$ cat src/sir_pkg.sv
// Purpose: Shared constants for the serial input read command engine
// Assumes: Word-addressed register port, 16-bit words
// Notes: Status codes other than the cancel minor code are local choices
package sir_pkg;
	// Register word addresses
	localparam logic [3:0] SIR_REG_CMD = 4'h0;
	localparam logic [3:0] SIR_REG_TIMEOUT = 4'h1;
	localparam logic [3:0] SIR_REG_PARAM = 4'h2;
	localparam logic [3:0] SIR_REG_DEST = 4'h3;
	localparam logic [3:0] SIR_REG_CANCEL = 4'h4;
	localparam logic [3:0] SIR_REG_STATUS = 4'h5;
	localparam logic [3:0] SIR_REG_PORT_STATUS = 4'h6;
	localparam logic [3:0] SIR_REG_MOVED = 4'h7;
	localparam logic [3:0] SIR_REG_LEFT = 4'h8;
	// Command codes
	localparam logic [15:0] SIR_CMD_INIT_PORT = 16'h10cc;
	localparam logic [15:0] SIR_CMD_CANCEL = 16'h112f;
	localparam logic [15:0] SIR_CMD_READ_BYTES = 16'h1132;
	localparam logic [15:0] SIR_CMD_READ_STRING = 16'h1133;
	// Cancel transaction types
	localparam logic [15:0] SIR_CANCEL_ALL = 16'h0001;
	localparam logic [15:0] SIR_CANCEL_READ = 16'h0002;
	localparam logic [15:0] SIR_CANCEL_WRITE = 16'h0003;
	// Status word values: minor code in high byte, major in low byte
	localparam logic [15:0] SIR_ST_RESET = 16'h0000;
	localparam logic [15:0] SIR_ST_OK = 16'h0001;
	localparam logic [15:0] SIR_ST_CANCELLED = 16'h120c;
	localparam logic [15:0] SIR_ST_TIMEOUT = 16'h130c;
	localparam logic [15:0] SIR_ST_BUSY = 16'h140c;
	localparam logic [15:0] SIR_ST_BAD_PARAM = 16'h150c;
	// Port status bit positions
	localparam int SIR_PS_DONE_DATA = 0;
	localparam int SIR_PS_DONE_TIMEOUT = 1;
	localparam int SIR_PS_OVERFLOW = 2;
	// Return block layout
	localparam logic [15:0] SIR_RET_MOVED = 16'h0000;
	localparam logic [15:0] SIR_RET_LEFT = 16'h0001;
	localparam logic [15:0] SIR_RET_DATA = 16'h0002;
	// Receive buffer shape
	localparam int SIR_BUF_DEPTH = 256;
	localparam int SIR_BUF_AW = 8;
	localparam logic [7:0] SIR_TERM_MAX = 8'hff;
	// Time-out unit
	localparam int SIR_CLOCK_HZ = 250000000;
	localparam int SIR_SECOND_S = 1;
	localparam int SIR_CYCLES_PER_SECOND = SIR_CLOCK_HZ * SIR_SECOND_S;
	// Read engine states
	typedef enum logic [2:0] {
		SIR_IDLE = 3'b000,
		SIR_WAIT = 3'b001,
		SIR_DATA = 3'b010,
		SIR_HDR0 = 3'b011,
		SIR_HDR1 = 3'b100
	} sir_state_t;
endpackage

$ cat src/sir_rx_buffer.sv
// Purpose: Internal receive buffer holding characters from the serial port
// Assumes: Push and pop come from logic on the same clock
// Notes: A push into a full buffer is dropped and flagged for one cycle
`timescale 1ns/10ps
`default_nettype none
module sir_rx_buffer
	import sir_pkg::*;
(
	input wire logic clock_i,
	input wire logic rst_i,
	input wire logic flush_i,
	input wire logic push_i,
	input wire logic [7:0] push_data_i,
	input wire logic pop_i,
	input wire logic [SIR_BUF_AW-1:0] peek_ofs_i,
	output logic [7:0] head_o,
	output logic [7:0] peek_o,
	output logic [SIR_BUF_AW:0] count_o,
	output logic overflow_o
);
	logic [7:0] mem [0:SIR_BUF_DEPTH-1];
	logic [SIR_BUF_AW-1:0] wr_ptr;
	logic [SIR_BUF_AW-1:0] rd_ptr;
	logic full;
	logic do_push;
	logic do_pop;

	// Drop on full, pop only what is held
	assign full = (count_o == (SIR_BUF_AW+1)'(SIR_BUF_DEPTH));
	assign do_push = push_i && !full && !flush_i;
	assign do_pop = pop_i && (count_o != '0) && !flush_i;
	assign head_o = mem[rd_ptr];
	assign peek_o = mem[SIR_BUF_AW'(rd_ptr + peek_ofs_i)];

	// Storage array
	always_ff @(posedge clock_i)
	begin
		if (do_push)
			mem[wr_ptr] <= push_data_i;
	end

	// Pointers and fill count
	always_ff @(posedge clock_i)
	begin
		if (rst_i || flush_i)
		begin
			wr_ptr <= '0;
			rd_ptr <= '0;
			count_o <= '0;
		end
		else
		begin
			if (do_push)
				wr_ptr <= wr_ptr + 1'b1;
			if (do_pop)
				rd_ptr <= rd_ptr + 1'b1;
			if (do_push && !do_pop)
				count_o <= count_o + 1'b1;
			else if (do_pop && !do_push)
				count_o <= count_o - 1'b1;
		end
	end

	// One-cycle pulse for a character lost to a full buffer
	always_ff @(posedge clock_i)
	begin
		if (rst_i)
			overflow_o <= 1'b0;
		else
			overflow_o <= push_i && full && !flush_i;
	end
endmodule
`default_nettype wire

$ cat src/sir_read_engine.sv
// Purpose: Command-driven serial input read engine with receive buffer
// Assumes: Received characters arrive as a valid strobe on this clock
// Notes: Returned data goes out over a word memory write port
// Summary of operation
// - Port init or cancel all/write halts string transmission
// - Byte read moves chars, reports moved and left
// - Zero count returns only buffered count
// - Short buffer keeps read pending until data/time-out
// - Status word untouched while read pending, except a second read sets busy
// - Zero byte-read time-out waits without limit
// - Failed read writes nothing, keeps buffered chars
// - Return: moved, left, chars two per word
// - Odd byte count leaves last high byte
// - Buffer all chars; full drops and flags overflow
// - String read moves through terminator, 0 to 255
// - String read pends until terminator or time-out
// - Zero string-read time-out waits for terminator
// - Cancel keeps buffered chars, port not reset
// - Cancelled command reports minor code 12H
`timescale 1ns/10ps
`default_nettype none
module sir_read_engine
	import sir_pkg::*;
#(
	parameter int CYCLES_PER_SECOND = SIR_CYCLES_PER_SECOND
)
(
	input wire logic clock_i,
	input wire logic rst_i,
	input wire logic [3:0] reg_addr_i,
	input wire logic [15:0] reg_wdata_i,
	input wire logic reg_write_i,
	input wire logic reg_read_i,
	output logic [15:0] reg_rdata_o,
	input wire logic rx_valid_i,
	input wire logic [7:0] rx_data_i,
	input wire logic tx_busy_i,
	output logic tx_halt_o,
	output logic mem_we_o,
	output logic [15:0] mem_addr_o,
	output logic [15:0] mem_data_o,
	output logic [1:0] mem_be_o,
	output logic read_pending_o
);
	sir_state_t state;
	logic [15:0] timeout_reg;
	logic [15:0] param_reg;
	logic [15:0] dest_reg;
	logic [15:0] status_word;
	logic [2:0] port_status;
	logic [15:0] moved_reg;
	logic op_string;
	logic [15:0] req_count;
	logic [7:0] term_char;
	logic [15:0] secs_left;
	logic tmo_enabled;
	logic [31:0] sec_div;
	logic sec_tick;
	logic [SIR_BUF_AW-1:0] scan_idx;
	logic [15:0] xfer_len;
	logic [15:0] moved;
	logic [15:0] waddr;
	logic [7:0] lo_byte;
	logic half;
	logic [7:0] head;
	logic [7:0] peek;
	logic [SIR_BUF_AW:0] buf_count;
	logic buf_ovf;
	logic pop;
	logic cmd_wr;
	logic is_init;
	logic is_cancel;
	logic abort_read;
	logic start_read;
	logic timed_out;
	logic [15:0] buf_count16;

	assign buf_count16 = {{(15-SIR_BUF_AW){1'b0}}, buf_count};
	assign cmd_wr = reg_write_i && (reg_addr_i == SIR_REG_CMD);
	assign is_init = cmd_wr && (reg_wdata_i == SIR_CMD_INIT_PORT);
	assign is_cancel = reg_write_i && (reg_addr_i == SIR_REG_CANCEL);
	// Cancel all/read or port init aborts a pending read
	assign abort_read = is_init || (is_cancel && (reg_wdata_i == SIR_CANCEL_ALL ||
		reg_wdata_i == SIR_CANCEL_READ));
	assign start_read = cmd_wr && (reg_wdata_i == SIR_CMD_READ_BYTES || reg_wdata_i == SIR_CMD_READ_STRING);
	assign timed_out = tmo_enabled && sec_tick && (secs_left == 16'h0001);
	assign pop = (state == SIR_DATA);
	assign read_pending_o = (state != SIR_IDLE);

	// Receive buffer: only port init flushes it, cancel leaves it alone
	sir_rx_buffer u_rx_buffer (
		.clock_i(clock_i),
		.rst_i(rst_i),
		.flush_i(is_init),
		.push_i(rx_valid_i),
		.push_data_i(rx_data_i),
		.pop_i(pop),
		.peek_ofs_i(scan_idx),
		.head_o(head),
		.peek_o(peek),
		.count_o(buf_count),
		.overflow_o(buf_ovf)
	);

	// Command block parameters written by software
	always_ff @(posedge clock_i)
	begin
		if (rst_i)
		begin
			timeout_reg <= 16'h0000;
			param_reg <= 16'h0000;
			dest_reg <= 16'h0000;
		end
		else if (reg_write_i)
		begin
			if (reg_addr_i == SIR_REG_TIMEOUT)
				timeout_reg <= reg_wdata_i;
			if (reg_addr_i == SIR_REG_PARAM)
				param_reg <= reg_wdata_i;
			if (reg_addr_i == SIR_REG_DEST)
				dest_reg <= reg_wdata_i;
		end
	end

	// Halt request to the transmitter for one cycle
	always_ff @(posedge clock_i)
	begin
		if (rst_i)
			tx_halt_o <= 1'b0;
		else
			tx_halt_o <= tx_busy_i && (is_init || (is_cancel && (reg_wdata_i == SIR_CANCEL_ALL ||
				reg_wdata_i == SIR_CANCEL_WRITE)));
	end

	// One-second enable, restarted when a read starts
	always_ff @(posedge clock_i)
	begin
		if (rst_i || state == SIR_IDLE)
		begin
			sec_div <= 32'h00000000;
			sec_tick <= 1'b0;
		end
		else if (sec_div == 32'(CYCLES_PER_SECOND - 1))
		begin
			sec_div <= 32'h00000000;
			sec_tick <= 1'b1;
		end
		else
		begin
			sec_div <= sec_div + 32'h00000001;
			sec_tick <= 1'b0;
		end
	end

	// Port status: completion reason and sticky overflow
	always_ff @(posedge clock_i)
	begin
		if (rst_i)
			port_status <= 3'b000;
		else
		begin
			if (state == SIR_HDR1)
			begin
				port_status[SIR_PS_DONE_DATA] <= 1'b1;
				port_status[SIR_PS_DONE_TIMEOUT] <= 1'b0;
			end
			else if (state == SIR_WAIT && timed_out && !abort_read)
			begin
				port_status[SIR_PS_DONE_DATA] <= 1'b0;
				port_status[SIR_PS_DONE_TIMEOUT] <= 1'b1;
			end
			// A new overflow wins over the clear by port init
			if (buf_ovf)
				port_status[SIR_PS_OVERFLOW] <= 1'b1;
			else if (is_init)
				port_status[SIR_PS_OVERFLOW] <= 1'b0;
		end
	end

	// Read engine, status word and memory write port
	always_ff @(posedge clock_i)
	begin
		if (rst_i)
		begin
			state <= SIR_IDLE;
			status_word <= SIR_ST_RESET;
			moved_reg <= 16'h0000;
			op_string <= 1'b0;
			req_count <= 16'h0000;
			term_char <= 8'h00;
			secs_left <= 16'h0000;
			tmo_enabled <= 1'b0;
			scan_idx <= '0;
			xfer_len <= 16'h0000;
			moved <= 16'h0000;
			waddr <= 16'h0000;
			lo_byte <= 8'h00;
			half <= 1'b0;
			mem_we_o <= 1'b0;
			mem_addr_o <= 16'h0000;
			mem_data_o <= 16'h0000;
			mem_be_o <= 2'b00;
		end
		else
		begin
			mem_we_o <= 1'b0;
			unique case (state)
				SIR_IDLE:
				begin
					if (start_read)
					begin
						if (reg_wdata_i == SIR_CMD_READ_STRING && param_reg > {8'h00, SIR_TERM_MAX})
							status_word <= SIR_ST_BAD_PARAM;
						else
						begin
							op_string <= (reg_wdata_i == SIR_CMD_READ_STRING);
							req_count <= param_reg;
							term_char <= param_reg[7:0];
							secs_left <= timeout_reg;
							tmo_enabled <= (timeout_reg != 16'h0000);
							scan_idx <= '0;
							moved <= 16'h0000;
							half <= 1'b0;
							waddr <= dest_reg + SIR_RET_DATA;
							state <= SIR_WAIT;
						end
					end
				end
				SIR_WAIT:
				begin
					// Status word is left alone until completion, except a second read command sets it busy
					if (start_read)
						status_word <= SIR_ST_BUSY;
					if (abort_read)
					begin
						status_word <= SIR_ST_CANCELLED;
						state <= SIR_IDLE;
					end
					else if (!op_string && req_count == 16'h0000)
					begin
						xfer_len <= 16'h0000;
						state <= SIR_HDR0;
					end
					else if (!op_string && buf_count16 >= req_count)
					begin
						xfer_len <= req_count;
						state <= SIR_DATA;
					end
					else if (op_string && {1'b0, scan_idx} < buf_count && peek == term_char)
					begin
						xfer_len <= 16'({1'b0, scan_idx}) + 16'h0001;
						state <= SIR_DATA;
					end
					else if (timed_out)
					begin
						status_word <= SIR_ST_TIMEOUT;
						state <= SIR_IDLE;
					end
					else
					begin
						if (op_string && {1'b0, scan_idx} < buf_count && scan_idx != SIR_BUF_AW'(SIR_BUF_DEPTH - 1))
							scan_idx <= scan_idx + 1'b1;
						if (sec_tick && tmo_enabled)
							secs_left <= secs_left - 16'h0001;
					end
				end
				SIR_DATA:
				begin
					// Pair bytes, first one in the low half
					moved <= moved + 16'h0001;
					if (!half)
					begin
						lo_byte <= head;
						half <= 1'b1;
						if (moved + 16'h0001 == xfer_len)
						begin
							mem_we_o <= 1'b1;
							mem_addr_o <= waddr;
							mem_data_o <= {8'h00, head};
							mem_be_o <= 2'b01;
							state <= SIR_HDR0;
						end
					end
					else
					begin
						half <= 1'b0;
						mem_we_o <= 1'b1;
						mem_addr_o <= waddr;
						mem_data_o <= {head, lo_byte};
						mem_be_o <= 2'b11;
						waddr <= waddr + 16'h0001;
						if (moved + 16'h0001 == xfer_len)
							state <= SIR_HDR0;
					end
				end
				SIR_HDR0:
				begin
					mem_we_o <= 1'b1;
					mem_addr_o <= dest_reg + SIR_RET_MOVED;
					mem_data_o <= moved;
					mem_be_o <= 2'b11;
					moved_reg <= moved;
					state <= SIR_HDR1;
				end
				SIR_HDR1:
				begin
					mem_we_o <= 1'b1;
					mem_addr_o <= dest_reg + SIR_RET_LEFT;
					mem_data_o <= buf_count16;
					mem_be_o <= 2'b11;
					status_word <= SIR_ST_OK;
					state <= SIR_IDLE;
				end
				default:
					state <= SIR_IDLE;
			endcase
		end
	end

	// Register read data, one cycle after the strobe
	always_ff @(posedge clock_i)
	begin
		if (rst_i)
			reg_rdata_o <= 16'h0000;
		else if (reg_read_i)
		begin
			unique case (reg_addr_i)
				SIR_REG_TIMEOUT: reg_rdata_o <= timeout_reg;
				SIR_REG_PARAM: reg_rdata_o <= param_reg;
				SIR_REG_DEST: reg_rdata_o <= dest_reg;
				SIR_REG_STATUS: reg_rdata_o <= status_word;
				SIR_REG_PORT_STATUS: reg_rdata_o <= {13'h0000, port_status};
				SIR_REG_MOVED: reg_rdata_o <= moved_reg;
				SIR_REG_LEFT: reg_rdata_o <= buf_count16;
				default: reg_rdata_o <= 16'h0000;
			endcase
		end
		else
			reg_rdata_o <= 16'h0000;
	end
endmodule
`default_nettype wire

$ cat config.mk
export PLATFORM = sky130hd
export DESIGN_NAME = sir_read_engine
export DESIGN_NICKNAME = d
export VERILOG_FILES = /design/src/sir_pkg.sv /design/src/sir_rx_buffer.sv /design/src/sir_read_engine.sv
export SDC_FILE = /design/constraint.sdc
export NUM_CORES = 2
export LEC_CHECK = 0
export BUFFER_PORTS_ARGS = -buffer_cell sky130_fd_sc_hd__buf_2
export CORE_MARGIN = 4
export CORE_UTILIZATION = 61
export DETAILED_ROUTE_END_ITERATION = 12
export PLACE_DENSITY = 0.77
export SKIP_CTS_REPAIR_TIMING = 1
export SLEW_MARGIN = 20
export SYNTH_ARGS = -nofsm -noshare
export SYNTH_HDL_FRONTEND = slang
export SYNTH_SLANG_ARGS = --single-unit
$ cat constraint.sdc
create_clock -name clock_i -period 12 [get_ports clock_i]
set_input_delay 3.6 -clock clock_i [delete_from_list [all_inputs] [get_ports clock_i]]
set_output_delay 3.6 -clock clock_i [all_outputs]
set_load 0.02 [all_outputs]
==> qor.csv <==
stage,metric,value,unit
min_path,holdCritPathClass,reg -> reg,
drt,routed-via-count,69800,
clock_tree,cts_buffer_depth,3,
drt,wire_per_inst,37.9,um
setup_path,worstPathCellList,"ha_4, inv_1, fa_4, buf_12, buf_4, mux4_2, mux4_2, mux2_2, o221ai_1, a2bb2oi_1, xnor2_1, o31ai_2, nor4b_4, a21o_1, nand2_2, a31o_1",
grt,first_global_vias,66300,
grt,initial_antenna_violation_count,15,
floorplan,core,0.181,sq mm
synthesis,synth_enable_flop_cells,2048,
drt,drt-total-wl,340000,um
cells_and_area,filler_cell_count,11400,
floorplan,num_rows,156,
cells_and_area,area_growth,9.67,%
synthesis,unique_masters_post_synth,84,
sta,worstMarginPinSlew,1.25,ns
run,timing.max_cap.violations,0,
drt,drt-vias-per-instance,7.79,
synthesis,yosys_warnings,0,
sta,fin_skew,0.0575,ns
synthesis,yosys_register_bits,2352,
clock_tree,numCtsBuffers,230,
grt,grt_pass1_wl,486000,um
grt,global_route.usage.total,0.362,
synthesis,synthDominantAreaCellType,sky130_fd_sc_hd__edfxtp_1,
synthesis,synthFlopType,sky130_fd_sc_hd__edfxtp_1,
clock_tree,tritoncts,yes,
drt,ant_nets,0,
pwr,leakagePower,36.8,nW
synthesis,post_synthesis_instance_area,0.111,sq mm
synthesis,synth-async-reset-ratio,0,
sta,setup_viol_count_final,0,
clock_tree,insertion_delay,0.91,ns
setup_path,worst_path_most_repeated_cell,sky130_fd_sc_hd__mux4_2,
setup_path,crit_required,12.77,ns
floorplan,initial_utilization,0.614,
sta,setup_ws_final,4.31,ns
sta,maxSlewHeadroom,0.160,
synthesis,yosys.area.top_type_share,0.554,
pwr,power_density,140,mW/mm^2
floorplan,design.die.area,0.189,sq mm
clock_tree,cts.sink_count,2352,
grt,grt_max_degree,158,
floorplan,die_height,435,um
drt,drc,0,
synthesis,cells_after_synthesis,6402,
cells_and_area,largest_reg_flops,2048,
pwr,power.ir.vdd_worst,158,uV
sta,timing_max_transition_violations_final,0,
placement,detailedPlacementHpwl,212000,um
sta,final_hold_viol_count,0,
synthesis,synth.yosys.seq_area_share,0.609,
drt,detail_route.iter0.violations,12600,
placement,buffer_ports.inserted,86,
clock_tree,cts_htree_levels,4,
setup_path,end_kind,flop,
grt,grt_overflow_total,0,
setup_path,worstPathArrival,8.46,ns
placement,dpl_worst_slack,4.41,ns
sta,achievable-frequency,130,MHz
status,outcome,finished clean,
setup_path,cp-start-kind,flop,
drt,dr.pass1.iters,11,
synthesis,synthesis.nets,6482,
setup_path,path_class,reg -> reg,
setup_path,crit_slowest_cell,sky130_fd_sc_hd__fa_4,
cells_and_area,final_nets,6449,
clock_tree,root_buffer,sky130_fd_sc_hd__clkbuf_16,
setup_path,timing.critical_path.slowest_cell_delay,1.34,ns
setup_path,crit_fanout,74,
sta,rsz0062_at_grt,false,
placement,globalplace.congestion,0.974,
sta,totalNegativeSetupSlack,0,ns
clock_tree,path_clk_slew,0.06,ns
synthesis,yosys-top-cells-area,"sky130_fd_sc_hd__edfxtp_1 55%, sky130_fd_sc_hd__mux4_2 26%, sky130_fd_sc_hd__dfxtp_1 5.5%",
sta,final_min_period_over_clock_period,0.641,
sta,timing.final.crit_period,7.69,ns
cells_and_area,share_of_post_route_cells_with_drive_strength_above_1,0.293,
floorplan,floorplan.die.width,435,um
floorplan,ios,87,
synthesis,syn_area_per_cell,17.3,sq um
worst paths after layout:
path	end	cells past startpoint	slack, ns	start
min reg2reg	status_word[5]$_SDFFE_PP0P_	2	0.45	status_word[5]$_SDFFE_PP0P_
max reg2reg	xfer_len[1]$_SDFFE_PP0P_	16	4.31	scan_idx[0]$_SDFFE_PP0P_
max	xfer_len[1]$_SDFFE_PP0P_	16	4.31	scan_idx[0]$_SDFFE_PP0P_
min	status_word[5]$_SDFFE_PP0P_	2	0.45	status_word[5]$_SDFFE_PP0P_
stage by stage:
step	total power [W]	utilization	cell area, sq um	hold WS (ns)	instances
after floorplan	0.00927	-	111000	0.413	6402
after global placement	0.00950	0.628	114000	0.423	8502
after detailed placement	0.00951	0.628	114000	0.437	8502
after CTS	0.0170	0.673	122000	0.447	8942
after global routing	0.0174	0.673	122000	0.456	8947
final	0.0170	0.673	122000	0.445	8963
critical path, delay by kind of cell (launching register included):
kind,cells,cell delay [ns]
DFF,1,0.47
AOI/OAI and AO/OA,5,2.22
muxes,3,1.23
xor gates and xnor gates,1,0.18
buffers and inverters,3,1.14
adders and majority gates,2,1.53
and+or+nand+nor,2,0.66
cells in the mapped netlist, types with 31 or more instances:
library cell / n
sky130_fd_sc_hd__a211oi_1: 38
sky130_fd_sc_hd__a21oi_1: 212
sky130_fd_sc_hd__a22oi_1: 36
sky130_fd_sc_hd__a31oi_1: 42
sky130_fd_sc_hd__and3_1: 40
sky130_fd_sc_hd__buf_1: 83
sky130_fd_sc_hd__buf_2: 71
sky130_fd_sc_hd__buf_4: 39
sky130_fd_sc_hd__clkbuf_1: 279
sky130_fd_sc_hd__dfxtp_1: 304
sky130_fd_sc_hd__edfxtp_1: 2048
sky130_fd_sc_hd__ha_1: 44
sky130_fd_sc_hd__inv_1: 44
sky130_fd_sc_hd__mux2i_1: 50
sky130_fd_sc_hd__mux4_2: 1259
sky130_fd_sc_hd__nand2_1: 490
sky130_fd_sc_hd__nand3_1: 103
sky130_fd_sc_hd__nand4_1: 31
sky130_fd_sc_hd__nor2_1: 489
sky130_fd_sc_hd__nor3_1: 69
sky130_fd_sc_hd__nor4_1: 34
sky130_fd_sc_hd__o21ai_0: 88
sky130_fd_sc_hd__xnor2_1: 64
sky130_fd_sc_hd__xor2_1: 54
cells in the final DEF, fill, tap and decap left out, drive strengths merged, types with 103 or more instances in the layout:
| cell | Yosys | layout |
|---|---|---|
| edfxtp | 2048 | 2048 |
| mux4 | 1259 | 1259 |
| nand2 | 492 | 492 |
| nor2 | 489 | 489 |
| dfxtp | 304 | 304 |
| clkbuf | 279 | 275 |
| a21oi | 223 | 223 |
| buf | 208 | 220 |
| clkinv | 2 | 104 |
| nand3 | 103 | 103 |
area by class of cell:
type	count	area, sq um	share of cell area
clock inverters	167	2060	0.0169
repair buffers	222	1690	0.0139
flip-flops and latches	2352	67600	0.555
clock buffers	273	5960	0.0490
inverters	46	173	0.00142
multi-input cells	3517	41200	0.339
diodes	16	40.0	0.000329
well taps	2370	2970	0.0244
kinds of logic after synthesis:
logic type      count (synthesis)  synth area share
flops                        2352             0.609
simple gates                 1365            0.0537
mux                          1331             0.262
compound gates                655            0.0389
buf+inv                       533            0.0212
xor+xnor                      120           0.00971
fa+ha+maj                      46           0.00532
layer usage:
metal / GRT usage / wire length (um) / vias to the layer above
li1: - / - / 26500
met1: 0.493 / 114000 / 35400
met2: 0.532 / 153000 / 6819
met3: 0.118 / 50300 / 1111
met4: 0.185 / 21900 / 10
met5: 0 / 66 / -
power by group:
group          total [W]  internal [W]  switching, W
registers        0.00893       0.00890     0.0000364
logic           0.000416      0.000108      0.000308
clock network    0.00769       0.00441       0.00328
total             0.0170        0.0134       0.00362
Power figures use the tool's default switching activity.
